===== config.mk =====
export PLATFORM = sky130hd
export DESIGN_NAME = srxrc_top
export DESIGN_NICKNAME = d
export VERILOG_FILES = /design/src/hdl/srxrc_pkg.sv /design/src/hdl/srxrc_timer.sv /design/src/hdl/srxrc_top.sv
export VERILOG_INCLUDE_DIRS = /design/src /design/src/hdl
export SDC_FILE = /design/constraint.sdc
export NUM_CORES = 1
export LEC_CHECK = 0
export BUFFER_PORTS_ARGS = -buffer_cell sky130_fd_sc_hd__buf_2
export CAP_MARGIN = 25
export CORE_ASPECT_RATIO = 1.2
export CORE_MARGIN = 2
export CORE_UTILIZATION = 30
export CTS_BUF_LIST = sky130_fd_sc_hd__clkbuf_4 sky130_fd_sc_hd__clkbuf_8 sky130_fd_sc_hd__clkbuf_16
export DETAILED_ROUTE_END_ITERATION = 7
export PLACE_DENSITY_LB_ADDON = 0.2
export SETUP_SLACK_MARGIN = 0.1
export SLEW_MARGIN = 0
export SYNTH_ARGS = -nofsm -noshare
export SYNTH_HDL_FRONTEND = slang
export SYNTH_SLANG_ARGS = --single-unit

===== constraint.sdc =====
create_clock -name CLK_SYS_I -period 2.75 [get_ports CLK_SYS_I]
set_input_delay 0.1375 -clock CLK_SYS_I [delete_from_list [all_inputs] [get_ports CLK_SYS_I]]
set_output_delay 0.1375 -clock CLK_SYS_I [all_outputs]
set_load 0.02 [all_outputs]

===== src/hdl/srxrc_defs.svh =====
/*
 * Constants for the receive reset and mode control block: timing counts,
 * config-port addresses, bit positions and attribute values.
 * Assumes a 10 MHz system clock and a 16-bit config port.
 */
// Notes on behaviour
// - After reset or full request, reset receive PLL, then the receiver.
// - Each receiver reset clears bit 11 at address 0x011, then restores it.
// - That config bit reads 1 during normal receive operation.
// - Recovery hold high in SD mode, low in HD and 3G.
// - Equalizer adaptation off in SD, on in HD and 3G.
// - Entering HD or 3G rewrites the recovery config attribute.
// - Recovery config and receive divider written through config port.
// - One receiver reset after all mode setting changes.
// - Full request resets PLL first; receiver waits for PLL lock.
// - Receive-only request resets receiver; completion waits for lock.
// - Shared-source parameter picks receive divider value.
// - Transmit select chooses low or high source parameter and divider.
// - Stable input low never starts a reset, only delays completion.
`ifndef SRXRC_DEFS_SVH
`define SRXRC_DEFS_SVH

`define SRXRC_PLL_RST_NS     500
`define SRXRC_RX_RST_NS      500
`define SRXRC_CLK_NS         100
`define SRXRC_CEIL(ns)       (((ns) + `SRXRC_CLK_NS - 1) / `SRXRC_CLK_NS)

`define SRXRC_ADDR_RESET     9'h011
`define SRXRC_RESET_BIT      11
`define SRXRC_ADDR_CDR       9'h0A8
`define SRXRC_ADDR_DIV       9'h088
`define SRXRC_DIV_LSB        0

`define SRXRC_CDR_SD         16'h0000
`define SRXRC_CDR_HD         16'h0010
`define SRXRC_CDR_3G         16'h0020

`define SRXRC_DIV_SD         3'h0
`define SRXRC_DIV_HD         3'h2
`define SRXRC_DIV_3G         3'h1

`define SRXRC_MODE_HD        2'h0
`define SRXRC_MODE_SD        2'h1
`define SRXRC_MODE_3G        2'h2

`define SRXRC_SEL_LOCAL      2'h0
`define SRXRC_SEL_SHARED     2'h3

`endif


===== src/hdl/srxrc_pkg.sv =====
/*
 * Types for the receive reset and mode control block.
 * Assumes srxrc_defs.svh is compiled alongside.
 */
package srxrc_pkg;

	typedef enum logic [11:0] {
		ST_IDLE     = 12'b0000_0000_0001,
		ST_PLL_RST  = 12'b0000_0000_0010,
		ST_PLL_WAIT = 12'b0000_0000_0100,
		ST_RD_RST   = 12'b0000_0000_1000,
		ST_WR_CLR   = 12'b0000_0001_0000,
		ST_RX_RST   = 12'b0000_0010_0000,
		ST_LOCK     = 12'b0000_0100_0000,
		ST_WR_SET   = 12'b0000_1000_0000,
		ST_DONE     = 12'b0001_0000_0000,
		ST_WR_CDR   = 12'b0010_0000_0000,
		ST_RD_DIV   = 12'b0100_0000_0000,
		ST_WR_DIV   = 12'b1000_0000_0000
	} srxrc_state_e;

	typedef struct packed {
		logic        en;
		logic        we;
		logic [8:0]  addr;
		logic [15:0] di;
	} srxrc_cfg_req_s;

	typedef struct packed {
		logic        rdy;
		logic [15:0] dout;
	} srxrc_cfg_rsp_s;

endpackage : srxrc_pkg


===== src/hdl/srxrc_timer.sv =====
/*
 * Down-counting delay timer; done pulses one cycle after the count runs out.
 * Assumes a start pulse loads the count; restart is allowed at any time.
 */
`timescale 1ns/1ps
module srxrc_timer #(
	parameter int W = 8
) (
	input  wire logic         clk_i,
	input  wire logic         nrst_i,
	input  wire logic         start_i,
	input  wire logic [W-1:0] count_i,
	output logic              done_o
);
	logic [W-1:0] cnt_q;
	logic         run_q;

	always_ff @(posedge clk_i or negedge nrst_i) begin
		if (!nrst_i) begin
			cnt_q  <= '0;
			run_q  <= 1'b0;
			done_o <= 1'b0;
		end else begin
			done_o <= 1'b0;
			if (start_i) begin
				cnt_q <= count_i;
				run_q <= 1'b1;
			end else if (run_q) begin
				if (cnt_q <= W'(1)) begin
					run_q  <= 1'b0;
					done_o <= 1'b1;
				end else begin
					cnt_q <= cnt_q - W'(1);
				end
			end
		end
	end
endmodule : srxrc_timer


===== src/hdl/srxrc_top.sv =====
/*
 * Receive reset and mode sequencer for a serial transceiver in SDI use:
 * PLL reset, receiver reset with config-bit dance, mode settings.
 * Assumes inputs are synchronous to CLK_SYS_I and a ready-pulsed config port.
 */
`timescale 1ns/1ps
`include "srxrc_defs.svh"
module srxrc_top
	import srxrc_pkg::*;
#(
	parameter int RECEIVE_SOURCE_IS_SHARED     = 1,
	parameter int TRANSMIT_SOURCE_LOW_SELECT   = 1,
	parameter int TRANSMIT_SOURCE_HIGH_SELECT  = 0
) (
	input  wire logic        CLK_SYS_I,
	input  wire logic        NRST_I,
	input  wire logic        RX_FULL_RESET_I,
	input  wire logic        RX_RESET_I,
	input  wire logic        RX_DP_RESET_I,
	input  wire logic [1:0]  RX_MODE_I,
	input  wire logic        RX_PLL_LOCK_I,
	input  wire logic        RX_REFCLK_STABLE_I,
	input  wire logic        RX_RESET_DONE_I,
	input  wire logic        TX_RATE_SEL_I,
	input  wire logic        CFG_RDY_I,
	input  wire logic [15:0] CFG_DOUT_I,
	output logic             RX_PLL_RESET_O,
	output logic             RX_RESET_O,
	output logic             RX_DP_RESET_O,
	output logic             RX_CDR_HOLD_O,
	output logic             RX_EQ_ADAPT_O,
	output logic             RX_BUSY_O,
	output logic             RX_CHANGE_DONE_O,
	output logic [1:0]       TX_CLK_SEL_O,
	output logic [2:0]       TX_DIV_O,
	output logic             CFG_EN_O,
	output logic             CFG_WE_O,
	output logic [8:0]       CFG_ADDR_O,
	output logic [15:0]      CFG_DI_O
);
	localparam logic [7:0] PLL_CYC = 8'(`SRXRC_CEIL(`SRXRC_PLL_RST_NS));
	localparam logic [7:0] RX_CYC  = 8'(`SRXRC_CEIL(`SRXRC_RX_RST_NS));

	srxrc_state_e   st_q;
	srxrc_cfg_req_s req_q;
	logic [15:0]    save_q;
	logic [1:0]     mode_q;
	logic           full_pend_q;
	logic           rx_pend_q;
	logic           mode_pend_q;
	logic           wait_q;
	logic           t_start_q;
	logic [7:0]     t_count_q;
	logic           t_done;
	logic           accepted;

	// Divider value for a mode, doubled rate on the local PLL except in SD
	function automatic logic [2:0] div_for(input logic [1:0] m,
		input int shared);
		logic [2:0] d;
		d = (m == `SRXRC_MODE_SD) ? `SRXRC_DIV_SD :
		    (m == `SRXRC_MODE_3G) ? `SRXRC_DIV_3G : `SRXRC_DIV_HD;
		if (shared == 0 && d != 3'h0)
			d = d - 3'h1;
		return d;
	endfunction : div_for

	function automatic logic [15:0] cdr_for(input logic [1:0] m);
		return (m == `SRXRC_MODE_SD) ? `SRXRC_CDR_SD :
		       (m == `SRXRC_MODE_3G) ? `SRXRC_CDR_3G : `SRXRC_CDR_HD;
	endfunction : cdr_for

	srxrc_timer #(
		.W(8)
	) u_timer (
		.clk_i  (CLK_SYS_I),
		.nrst_i (NRST_I),
		.start_i(t_start_q),
		.count_i(t_count_q),
		.done_o (t_done)
	);

	assign accepted = (st_q == ST_IDLE);

	always_ff @(posedge CLK_SYS_I or negedge NRST_I) begin
		if (!NRST_I) begin
			full_pend_q <= 1'b1;
			rx_pend_q   <= 1'b0;
			mode_pend_q <= 1'b0;
		end else begin
			if (RX_FULL_RESET_I)
				full_pend_q <= 1'b1;
			else if (accepted && full_pend_q)
				full_pend_q <= 1'b0;
			if (RX_RESET_I)
				rx_pend_q <= 1'b1;
			else if (accepted && !full_pend_q && rx_pend_q)
				rx_pend_q <= 1'b0;
			if (RX_MODE_I != mode_q && accepted && !full_pend_q
			    && !rx_pend_q)
				mode_pend_q <= 1'b1;
			else if (st_q == ST_WR_CDR)
				mode_pend_q <= 1'b0;
		end
	end

	always_ff @(posedge CLK_SYS_I or negedge NRST_I) begin
		if (!NRST_I) begin
			st_q           <= ST_IDLE;
			req_q          <= '0;
			save_q         <= '0;
			mode_q         <= `SRXRC_MODE_HD;
			wait_q         <= 1'b0;
			t_start_q      <= 1'b0;
			t_count_q      <= '0;
			RX_PLL_RESET_O <= 1'b0;
			RX_RESET_O     <= 1'b0;
		end else begin
			t_start_q <= 1'b0;
			req_q.en  <= 1'b0;
			case (st_q)
			ST_IDLE: begin
				if (full_pend_q) begin
					RX_PLL_RESET_O <= 1'b1;
					t_count_q      <= PLL_CYC;
					t_start_q      <= 1'b1;
					st_q           <= ST_PLL_RST;
				end else if (rx_pend_q) begin
					st_q <= ST_RD_RST;
				end else if (mode_pend_q) begin
					mode_q <= RX_MODE_I;
					st_q   <= ST_WR_CDR;
				end
			end
			ST_PLL_RST: begin
				if (wait_q && RX_REFCLK_STABLE_I) begin
					RX_PLL_RESET_O <= 1'b0;
					wait_q         <= 1'b0;
					st_q           <= ST_PLL_WAIT;
				end else if (t_done) begin
					wait_q <= 1'b1;
				end
			end
			ST_PLL_WAIT: begin
				if (RX_PLL_LOCK_I)
					st_q <= ST_RD_RST;
			end
			ST_WR_CDR: begin
				req_q <= '{en: 1'b1, we: 1'b1, addr: `SRXRC_ADDR_CDR,
				           di: cdr_for(mode_q)};
				st_q  <= ST_RD_DIV;
			end
			ST_RD_DIV: begin
				if (CFG_RDY_I) begin
					req_q <= '{en: 1'b1, we: 1'b0, addr: `SRXRC_ADDR_DIV,
					           di: 16'h0000};
					st_q  <= ST_WR_DIV;
					wait_q <= 1'b1;
				end
			end
			ST_WR_DIV: begin
				if (CFG_RDY_I && wait_q) begin
					wait_q <= 1'b0;
					req_q  <= '{en: 1'b1, we: 1'b1, addr: `SRXRC_ADDR_DIV,
					  di: {CFG_DOUT_I[15:3],
					  div_for(mode_q, RECEIVE_SOURCE_IS_SHARED)}};
				end else if (CFG_RDY_I) begin
					st_q <= ST_RD_RST;
				end
			end
			ST_RD_RST: begin
				req_q <= '{en: 1'b1, we: 1'b0, addr: `SRXRC_ADDR_RESET,
				           di: 16'h0000};
				st_q  <= ST_WR_CLR;
			end
			ST_WR_CLR: begin
				if (CFG_RDY_I) begin
					save_q <= CFG_DOUT_I;
					req_q  <= '{en: 1'b1, we: 1'b1, addr: `SRXRC_ADDR_RESET,
					  di: CFG_DOUT_I & ~(16'h0001 << `SRXRC_RESET_BIT)};
					RX_RESET_O <= 1'b1;
					t_count_q  <= RX_CYC;
					t_start_q  <= 1'b1;
					st_q       <= ST_RX_RST;
				end
			end
			ST_RX_RST: begin
				if (t_done) begin
					RX_RESET_O <= 1'b0;
					st_q       <= ST_LOCK;
				end
			end
			ST_LOCK: begin
				if (RX_PLL_LOCK_I && RX_RESET_DONE_I) begin
					req_q <= '{en: 1'b1, we: 1'b1, addr: `SRXRC_ADDR_RESET,
					  di: save_q | (16'h0001 << `SRXRC_RESET_BIT)};
					st_q  <= ST_WR_SET;
				end
			end
			ST_WR_SET: begin
				if (CFG_RDY_I)
					st_q <= ST_DONE;
			end
			ST_DONE: begin
				st_q <= ST_IDLE;
			end
			default: begin
				st_q <= ST_IDLE;
			end
			endcase
		end
	end

	always_ff @(posedge CLK_SYS_I or negedge NRST_I) begin
		if (!NRST_I) begin
			CFG_EN_O   <= 1'b0;
			CFG_WE_O   <= 1'b0;
			CFG_ADDR_O <= '0;
			CFG_DI_O   <= '0;
		end else begin
			CFG_EN_O   <= req_q.en;
			CFG_WE_O   <= req_q.we;
			CFG_ADDR_O <= req_q.addr;
			CFG_DI_O   <= req_q.di;
		end
	end

	// Mode ports follow the latched mode
	always_ff @(posedge CLK_SYS_I or negedge NRST_I) begin
		if (!NRST_I) begin
			RX_CDR_HOLD_O    <= 1'b0;
			RX_EQ_ADAPT_O    <= 1'b1;
			RX_BUSY_O        <= 1'b1;
			RX_CHANGE_DONE_O <= 1'b0;
			RX_DP_RESET_O    <= 1'b0;
		end else begin
			RX_CDR_HOLD_O    <= (mode_q == `SRXRC_MODE_SD);
			RX_EQ_ADAPT_O    <= (mode_q != `SRXRC_MODE_SD);
			RX_BUSY_O        <= !accepted || full_pend_q || rx_pend_q
			                    || mode_pend_q;
			RX_CHANGE_DONE_O <= (st_q == ST_DONE);
			RX_DP_RESET_O    <= RX_DP_RESET_I;
		end
	end

	always_ff @(posedge CLK_SYS_I or negedge NRST_I) begin
		if (!NRST_I) begin
			TX_CLK_SEL_O <= `SRXRC_SEL_LOCAL;
			TX_DIV_O     <= '0;
		end else begin
			if ((TX_RATE_SEL_I ? TRANSMIT_SOURCE_HIGH_SELECT
			                   : TRANSMIT_SOURCE_LOW_SELECT) != 0)
				TX_CLK_SEL_O <= `SRXRC_SEL_SHARED;
			else
				TX_CLK_SEL_O <= `SRXRC_SEL_LOCAL;
			TX_DIV_O <= div_for(`SRXRC_MODE_HD, TX_RATE_SEL_I ?
			  TRANSMIT_SOURCE_HIGH_SELECT : TRANSMIT_SOURCE_LOW_SELECT);
		end
	end
endmodule : srxrc_top


# ---- Yosys cells after proc, flatten, opt, wreduce, memory -nomap -nowiden
# Index checks and enable logic that the tools add are counted.
dict set report totals {
  reg_bits 119
  inputBits 28
  out_inout_bits 39
  wordCells 154
}
dict set report op_classes {
  addsub 1
  order_cmp 1
  eq_ne 30
  n_mux 56
  n_bitwise 2
  n_reduce_logical 35
}
# cell n
set ops {}
lappend ops {{27-bit case mux with 6 select lines} 1}
lappend ops {{12-bit two-way mux} 12}
lappend ops {{12-bit case mux with 11 select lines} 1}
lappend ops {{27-bit two-way mux} 4}
lappend ops {{8-bit two-way mux} 5}
lappend ops {{32-bit zero test} 1}
lappend ops {{32-bit nonzero test} 1}
lappend ops {{1-bit two-way mux} 22}
lappend ops {{2-bit inequality test (second input constant)} 11}
lappend ops {{8-bit case mux with 2 select lines} 1}
lappend ops {{2-bit nonzero test} 7}
lappend ops {{12-bit by 1-bit == test with 1-bit output (second input constant)} 1}
lappend ops {{12-bit by 10-bit == test with 1-bit output (second input constant)} 1}
lappend ops {{12-bit by 11-bit == test with 1-bit output (second input constant)} 1}
lappend ops {{12-bit == test (second input constant)} 1}
lappend ops {{12-bit by 2-bit == test with 1-bit output (second input constant)} 1}
lappend ops {{12-bit by 3-bit == test with 1-bit output (second input constant)} 1}
lappend ops {{12-bit by 4-bit == test with 1-bit output (second input constant)} 1}
lappend ops {{12-bit by 5-bit == test with 1-bit output (second input constant)} 1}
lappend ops {{12-bit by 6-bit == test with 1-bit output (second input constant)} 1}
lappend ops {{12-bit by 7-bit == test with 1-bit output (second input constant)} 1}
lappend ops {{12-bit by 8-bit == test with 1-bit output (second input constant)} 1}
lappend ops {{12-bit by 9-bit == test with 1-bit output (second input constant)} 1}
lappend ops {{6-bit two-way mux} 2}
lappend ops {{other kinds (22)} 45}

# ---- Logic depth before layout (Yosys ltp)
# Gate-level depths: netlist (run 1).
dict set report logic_depth {
  word_depth 5
  mapped_depth 9
  ltp_nobuf 7
}

# ---- Hierarchy
# A second synthesis (run 1) with hierarchy kept.
dict set report hier_totals {
  hier_cells 390
  area_unflattened_um2 4247.8
}
# module instances cells_per_inst area_each_um2 seq_area_each_um2
set modules_own_cells {}
lappend modules_own_cells {srxrc_top 1 325 3651.0 2157.1}
lappend modules_own_cells {srxrc_timer 1 65 596.8 250.2}

# ---- Least setup slack after synthesis (run 1)
# OpenSTA, ideal clock, no wires.
dict set report synth_path {
  path_kind {register to register}
  start {reg u_timer.cnt_q[3]}
  end {reg u_timer.cnt_q[2]}
  setup_time_ns 0.125
  arrival_ns 1.858
  required_time_ns 2.625
  slack_ns 0.768
  stages_incl_launch_ff 6
  path_buffers 0
  synth_period_minus_slack_ns 1.982
  path_cell_list {dfrtp_1 or4_4 o41a_4 a21oi_2 a31oi_1 mux2_2}
}
dict set report synth_via {
  elab_chain_cells 3
}
# element line_no
set synth_rtl {}
lappend synth_rtl {{from (decl)} srxrc_timer.sv:15} ;# logic [W-1:0] cnt_q;
lappend synth_rtl {{from (signal assigned)} srxrc_timer.sv:26} ;# cnt_q <= count_i;
lappend synth_rtl {{from (signal assigned)} srxrc_timer.sv:33} ;# cnt_q <= cnt_q - W'(1);
lappend synth_rtl {{8-bit by 1-bit less-or-equal comparator with 1-bit output} srxrc_timer.sv:29} ;# if (cnt_q <= W'(1)) begin
lappend synth_rtl {{2-bit inequality test (no line)} -}
lappend synth_rtl {{2-bit AND reduction (no line)} -}
# Every way passes these cells.
# A chain may end at the register's enable or synchronous reset.

# ---- Worst setup path in the final report (run 1)
dict set report layout_path {
  start {reg st_q[9]}
  end {reg req_q[1] (netlist name)}
}
dict set report layout_via {
  elab_chain_cells 3
  elab_cells_between_ends 13
  cone_classes {eq/ne: 10; mux: 1; reduce/logical: 2}
}
# element line_no
set layout_rtl {}
lappend layout_rtl {{from (decl)} srxrc_top.sv:44} ;# srxrc_state_e st_q;
lappend layout_rtl {{from (signal assigned)} srxrc_top.sv:109} ;# st_q <= ST_IDLE;
lappend layout_rtl {{from (signal assigned)} srxrc_top.sv:127} ;# st_q <= ST_PLL_RST;
lappend layout_rtl {{from (signal assigned)} srxrc_top.sv:129} ;# st_q <= ST_RD_RST;
lappend layout_rtl {{12-bit by 10-bit == test with 1-bit output (tied with other cells)} srxrc_top.sv:121} ;# case (st_q)
lappend layout_rtl {{6-bit nonzero test (no line) / 2-bit inequality test (equally long branches)} -}
lappend layout_rtl {{5-bit AND reduction (no line)} -}
lappend layout_rtl {{to (signal assigned)} srxrc_top.sv:149} ;# req_q <= '{en: 1'b1, we: 1'b1, addr: `SRXRC_ADDR_CDR,
lappend layout_rtl {{to (signal assigned)} srxrc_top.sv:155} ;# req_q <= '{en: 1'b1, we: 1'b0, addr: `SRXRC_ADDR_DIV,
lappend layout_rtl {{to (signal assigned)} srxrc_top.sv:164} ;# req_q <= '{en: 1'b1, we: 1'b1, addr: `SRXRC_ADDR_DIV,
lappend layout_rtl {{to (decl)} srxrc_top.sv:45} ;# srxrc_cfg_req_s req_q;
# Several ways; a longest one is shown, not always the timed one.

==> results.yml, run 1 <==
detailed_routing:
  ant_nets: 0
  drt_wl_total_um: 8931
  vias: 2961
  dr.pass1.iters: 5
  remaining_drc_errors: 0
  avgViaCountPerCell: 4.760
  drt_iter0_markers: 219
  wl_per_cell_um: 14.36
sta:
  slew_viol_final: 0
  max_freq_mhz: 424.2
  skew_ns: 0.009494
  hold_viol_final: 0
  worst_pin_slew_ns: 0.7230
  slew_headroom: 0.5144
  setup_violations: 0
  finalCritPeriodShare: 0.8572
  min_period_ns: 2.357
  grt_setup_unrepaired: "no"
  final.setup.tns_ns: 0
clocking:
  htreeDepth: 3
  cts_tree: "yes"
  cts-root-buf: "clkbuf_16"
  cts-resized-gates: 0
  cts_buffer_depth: 2
  clk_latency_ns: 0.34
  clk_pin_slew_ns: 0.07
  cts_sinks: 96
  tritoncts.num_buffers: 9
place:
  place.gp.congestion: 0.8572
  placed_cell_area_mm2: 0.004602
  io_buffers: 61
  place.detailed.hpwl_um: 6276
worst_setup_path:
  r2r_end: "req_q[1]"
  cp-endpoint: "req_q[1]"
  r2r_start: "st_q[9]"
  cp-end-kind: "flop"
  r2r_setup_slack_ns: 0.39
  crit_arrival_ns: 2.61
  startpoint_type: "flop"
  path_max_fanout: 17
  r2r_cells: 6
  worstSetupPathType: "reg2reg"
  required_ns: 3.00
  crit_path_start: "st_q[9]"
synth:
  synth_edf_count: 0
  synth_cells: 380
  synth_commonest_cells: "dfrtp_1 (92), nand2_1 (59), inv_1 (25), nor2_1 (17), o21ai_0 (17)"
  synthFlopType: "dfrtp_1"
  synth_area_per_cell_um2: 10.85
  yosys-top-cells-area: "dfrtp_1 (56%), nand2_1 (5.4%), dfstp_2 (2.5%)"
  synth_most_common_cell: "dfrtp_1"
  synth-seq-cells: 96
  ys_types: 63
  ys_seq_area_frac: 0.5839
  async_flop_share: 1.000
  syn-cell-area_mm2: 0.004123
  yosysTopAreaCellShare: 0.5584
  netlist.top_cell.by_area: "dfrtp_1"
  synth_warnings: 0
worst_hold_path:
  hold_path_class: "in2reg"
  min-delay-start: "CFG_DOUT_I[8]"
die:
  ios: 67
  rows: 46
  die_area_mm2: 0.01470
  start_util: 0.3101
  die-height_um: 132.4
  die_x_um: 111.0
  design.core.area_mm2: 0.01330
run:
  drv_cap: 0
finish:
  drive_gt1_frac: 0.2423
  fin_util: 0.3778
  stdcell_area_mm2: 0.005024
  fill_cells: 1330
  seqCellArea_mm2: 0.002407
  area_growth_pct: 21.85
  antennaDiodeCount: 0
  multi_input_area_mm2: 0.001491
  num-nets-final: 482
grt:
  grt_antenna_before_repair: 0
  grt_max_degree: 56
  grt_overflow: 0
  gr-usage-all-layers: 0.1323
  grt_pass1_wl_um: 15790
  grt_pass1_vias: 3190
power_and_ir_drop:
  ir_worst_vdd_mv: 0.3917
  leakagePower_uw: 0.002451
  p_per_area_mw_per_mm2: 1001
run_status:
  outcome: "finished clean"
worst min path at each step:
| stage | slack, ns | end | cells after the start |
|---|---|---|---|
| floorplan | -0.16 | CFG_ADDR_O[4] | 0 |
| global placement | 0.18 | st_q[3] | 1 |
| finish | 0.01 | save_q[8] | 3 |
| CTS | 0.004 | save_q[3] | 3 |
| detailed placement | 0.18 | st_q[7] | 1 |
| global route | 0.02 | save_q[14] | 3 |
layout make-up:
type,instances,area share
sequential,96,0.4792
multi-input combinational,238,0.2969
timing repair buffer,79,0.09465
clock buffer,9,0.04483
tap,168,0.04184
clock inverter,6,0.02316
inverter,26,0.01943
layer usage:
metal / wire [um] / track usage / vias to the layer above
met3: 428 / 0.03436 / 11
li1: - / - / 1446
met1: 4013 / 0.1669 / 1430
met5: 0 / 0 / -
met2: 4357 / 0.2209 / 74
met4: 131 / 0.04733 / 0
state kept, by name (all words and copies together) (netlist names), 2 cells and up:
signal / count
CFG_ADDR_O: 3
CFG_DI_O: 16
mode_q: 2
req_q: 21
save_q: 15
st_q: 12
u_timer.cnt_q: 8
kinds of logic (layout without fill, tap and decap cells):
family,count (synthesis),after routing,synth area share
and+or+nand+nor,143,143,0.1873
DFF,96,96,0.5839
AOI/OAI and AO/OA,73,73,0.1272
buffers and inverters,50,120,0.05797
xor gates and xnor gates,7,7,0.01487
muxes,6,6,0.01578
adders and majority gates,4,4,0.01214
other,1,5,0.0009096
worst max-delay path, stage by stage (launching register included):
cell and delay, ns:
dfrtp_1 0.44, nor4_4 0.70, nand3_1 0.40, nor2b_1 0.24
buf_4 0.26, nand2_1 0.11, o2111ai_1 0.11
what timing repair did:
item / 4_1_cts / 5_1_grt
buffers inserted: 0 / 0
hold buffers: 8 / 0
hold endpoints to repair: 47 / 0
power by group:
group,switching [uW],total [uW],internal (uW)
Sequential,329,2190,1860
Combinational,829,1420,594
Clock,530,1420,890
Total,1690,5030,3340
per-stage QoR:
| step | hold slack (ns) | total power, uW | std cells | setup WS, ns |
|---|---|---|---|---|
| CTS | 0.003602 | 5103 | 622 | 0.4034 |
| global route | 0.02315 | 5377 | 622 | 0.1792 |
| finish | 0.01430 | 5030 | 622 | 0.3927 |
| detailed placement | 0.1816 | 3647 | 599 | 0.4179 |
| global placement | 0.1756 | 3634 | 599 | 0.4964 |
| floorplan | -0.1581 | 3198 | 384 | 0.7676 |
cell usage in the layout, fill, tap and decap left out, types with 6 or more instances in the layout:
cell type	count
dfrtp_1	92
buf_2	60
nand2_1	59
inv_1	25
nor2_1	17
o21ai_0	17
a22oi_1	12
nand3_1	11
buf_4	10
clkbuf_16	9
nand4_1	8
nor2b_1	8
o21ai_1	8
dlygate4sd3_1	8
nor3_1	7
nor3b_1	6
a21oi_1	6
(Power assumes the default switching activity.)
==> inputs of run 2 (changes only) <==
Settings changed: PLACE_DENSITY_LB_ADDON 0.2 to not set.
==> results.yml, run 2 (same netlist as run 1, synthesis figures left out) <==
sta:
  final.setup.tns_ns: 0
  slew_viol_final: 0
  whs_ns: 0.01201
  slew_headroom: 0.5249
  grt_setup_unrepaired: "no"
  skew_ns: 0.009006
  max_freq_mhz: 426.7
  hold_viol_final: 0
  finalCritPeriodShare: 0.8522
  setup_violations: 0
  worst_pin_slew_ns: 0.7073
  min_period_ns: 2.344
finish:
  regMostFlops: "req_q"
  largest_reg_flops: 21
  reg.largest.list: "req_q (21), CFG_DI_O (16), save_q (15)"
  drive_gt1_frac: 0.2418
  most-common-layout-cells: "dfrtp_1 (92), buf_2 (60), nand2_1 (59)"
  fill_cells: 1300
  num-nets-final: 482
  antennaDiodeCount: 0
  area_growth_pct: 21.03
  mostFrequentLayoutCell: "dfrtp_1"
die:
  rows: 46
  design.core.area_mm2: 0.01330
  ios: 67
  start_util: 0.3101
  die_area_mm2: 0.01470
  die-height_um: 132.4
  die_x_um: 111.0
worst_hold_path:
  hold_path_class: "in2reg"
detailed_routing:
  drt_iter0_markers: 235
  avgViaCountPerCell: 4.819
  wl_met3_um: 485
  wl_met2_um: 4293
  drt_wl_total_um: 8960
  remaining_drc_errors: 0
  dr.pass1.iters: 4
  ant_nets: 0
  drt-met1-wl_um: 4026
  wl_per_cell_um: 14.38
  top_layer: "met4"
  vias: 3002
grt:
  gr-usage-all-layers: 0.1288
  grt_max_degree: 86
  grt_pass1_vias: 3090
  grt_antenna_before_repair: 0
  grt_overflow: 0
  grt_pass1_wl_um: 15320
clocking:
  cts_buffer_depth: 2
  cts-root-buf: "clkbuf_16"
  cts_sinks: 96
  htreeDepth: 3
  clk_latency_ns: 0.35
  cts_tree: "yes"
  clk_pin_slew_ns: 0.07
  tritoncts.num_buffers: 9
  cts-resized-gates: 0
run:
  drv_cap: 0
worst_setup_path:
  slowest_delay_ns: 0.69
  startpoint_type: "flop"
  worstPathCellList: "nor4_4, nand4_1, nand3_1, nor2_2, inv_2, mux2_2"
  crit_arrival_ns: 2.57
  cp-end-kind: "flop"
  path_max_fanout: 15
  worstSetupPathType: "reg2reg"
  crit_slowest_cell: "nor4_4"
  required_ns: 2.98
power_and_ir_drop:
  p_total_uw: 4854
  p_per_area_mw_per_mm2: 972.9
  ir_worst_vdd_mv: 0.4413
  leakagePower_uw: 0.002431
place:
  place.gp.congestion: 0.8214
  io_buffers: 61
  place.detailed.hpwl_um: 6314
run_status:
  outcome: "finished clean"
==> run 2: changes by cell type in the layout (fill, tap and decap cells not counted), sizes merged <==
| cell | before | now |
|---|---|---|
| clkinv | 2 | 1 |
| dlygate4sd3 | 8 | 9 |
| buf | 71 | 70 |
| clkinvlp | 0 | 1 |
| bufinv | 3 | 0 |
| inv | 27 | 31 |
==> run 2: what timing repair did <==
action | 4_1_cts | 5_1_grt
hold buffers | 8 | 1
endpoints found under the hold margin | 9 | 20
buffers inserted | 0 | 0
==> run 2: worst paths after layout <==
| kind | start | endpoint | slack, ns | cells after the start |
|---|---|---|---|---|
| worst max-delay path | st_q[9] | req_q[5] | 0.41 | 6 |
| worst min-delay path | CFG_DOUT_I[15] | save_q[15] | 0.01 | 3 |
| worst max register to register | st_q[9] | req_q[5] | 0.41 | 6 |
| worst min register to register | req_q[26] | CFG_EN_O | 0.36 | 0 |
| max in group asynchronous | NRST_I | CFG_DI_O[7] | 1.70 | 4 |
| min in group asynchronous | NRST_I | st_q[11] | 0.23 | 2 |
==> run 2: layout make-up <==
class                           count  area [um2]  area share
Sequential cell                    96        2407      0.4824
Multi-Input combinational cell    238        1491      0.2989
Timing Repair Buffer               79       485.5     0.09729
Clock buffer                        9       225.2     0.04514
Tap cell                          168       210.2     0.04213
Inverter                           26       97.59     0.01956
Clock inverter                      7       72.57     0.01454
==> run 2: critical path: cells and delay by family, from the launching register on <==
kind	cells	cell delay, ns
multiplexers	1	0.33
buffers and inverters	1	0.09
AND/OR/NAND/NOR	4	1.36
flip-flops	1	0.45
==> run 2: through the flow <==
stage          area (um2)    util  setup WS [ns]  instances
3_3_place_gp         4574  0.3441         0.5448        597
3_5_place_dp         4574  0.3441         0.4534        597
2_1_floorplan        4138       -         0.7676        384
6_report             4990  0.3753         0.4064        623
4_1_cts              4952  0.3725         0.4164        621
5_1_grt              4990  0.3753         0.2161        623
==> run 2: routing by layer <==
layer,global-route usage,vias up
li1,-,1451
met1,0.1632,1457
met2,0.2082,84
met3,0.03069,10
met4,0.06173,0
met5,0,-
==> run 2: power by group <==
group | switching (uW) | internal, uW
registers | 326 | 1860
logic | 839 | 593
clock network | 596 | 644
total | 1760 | 3090
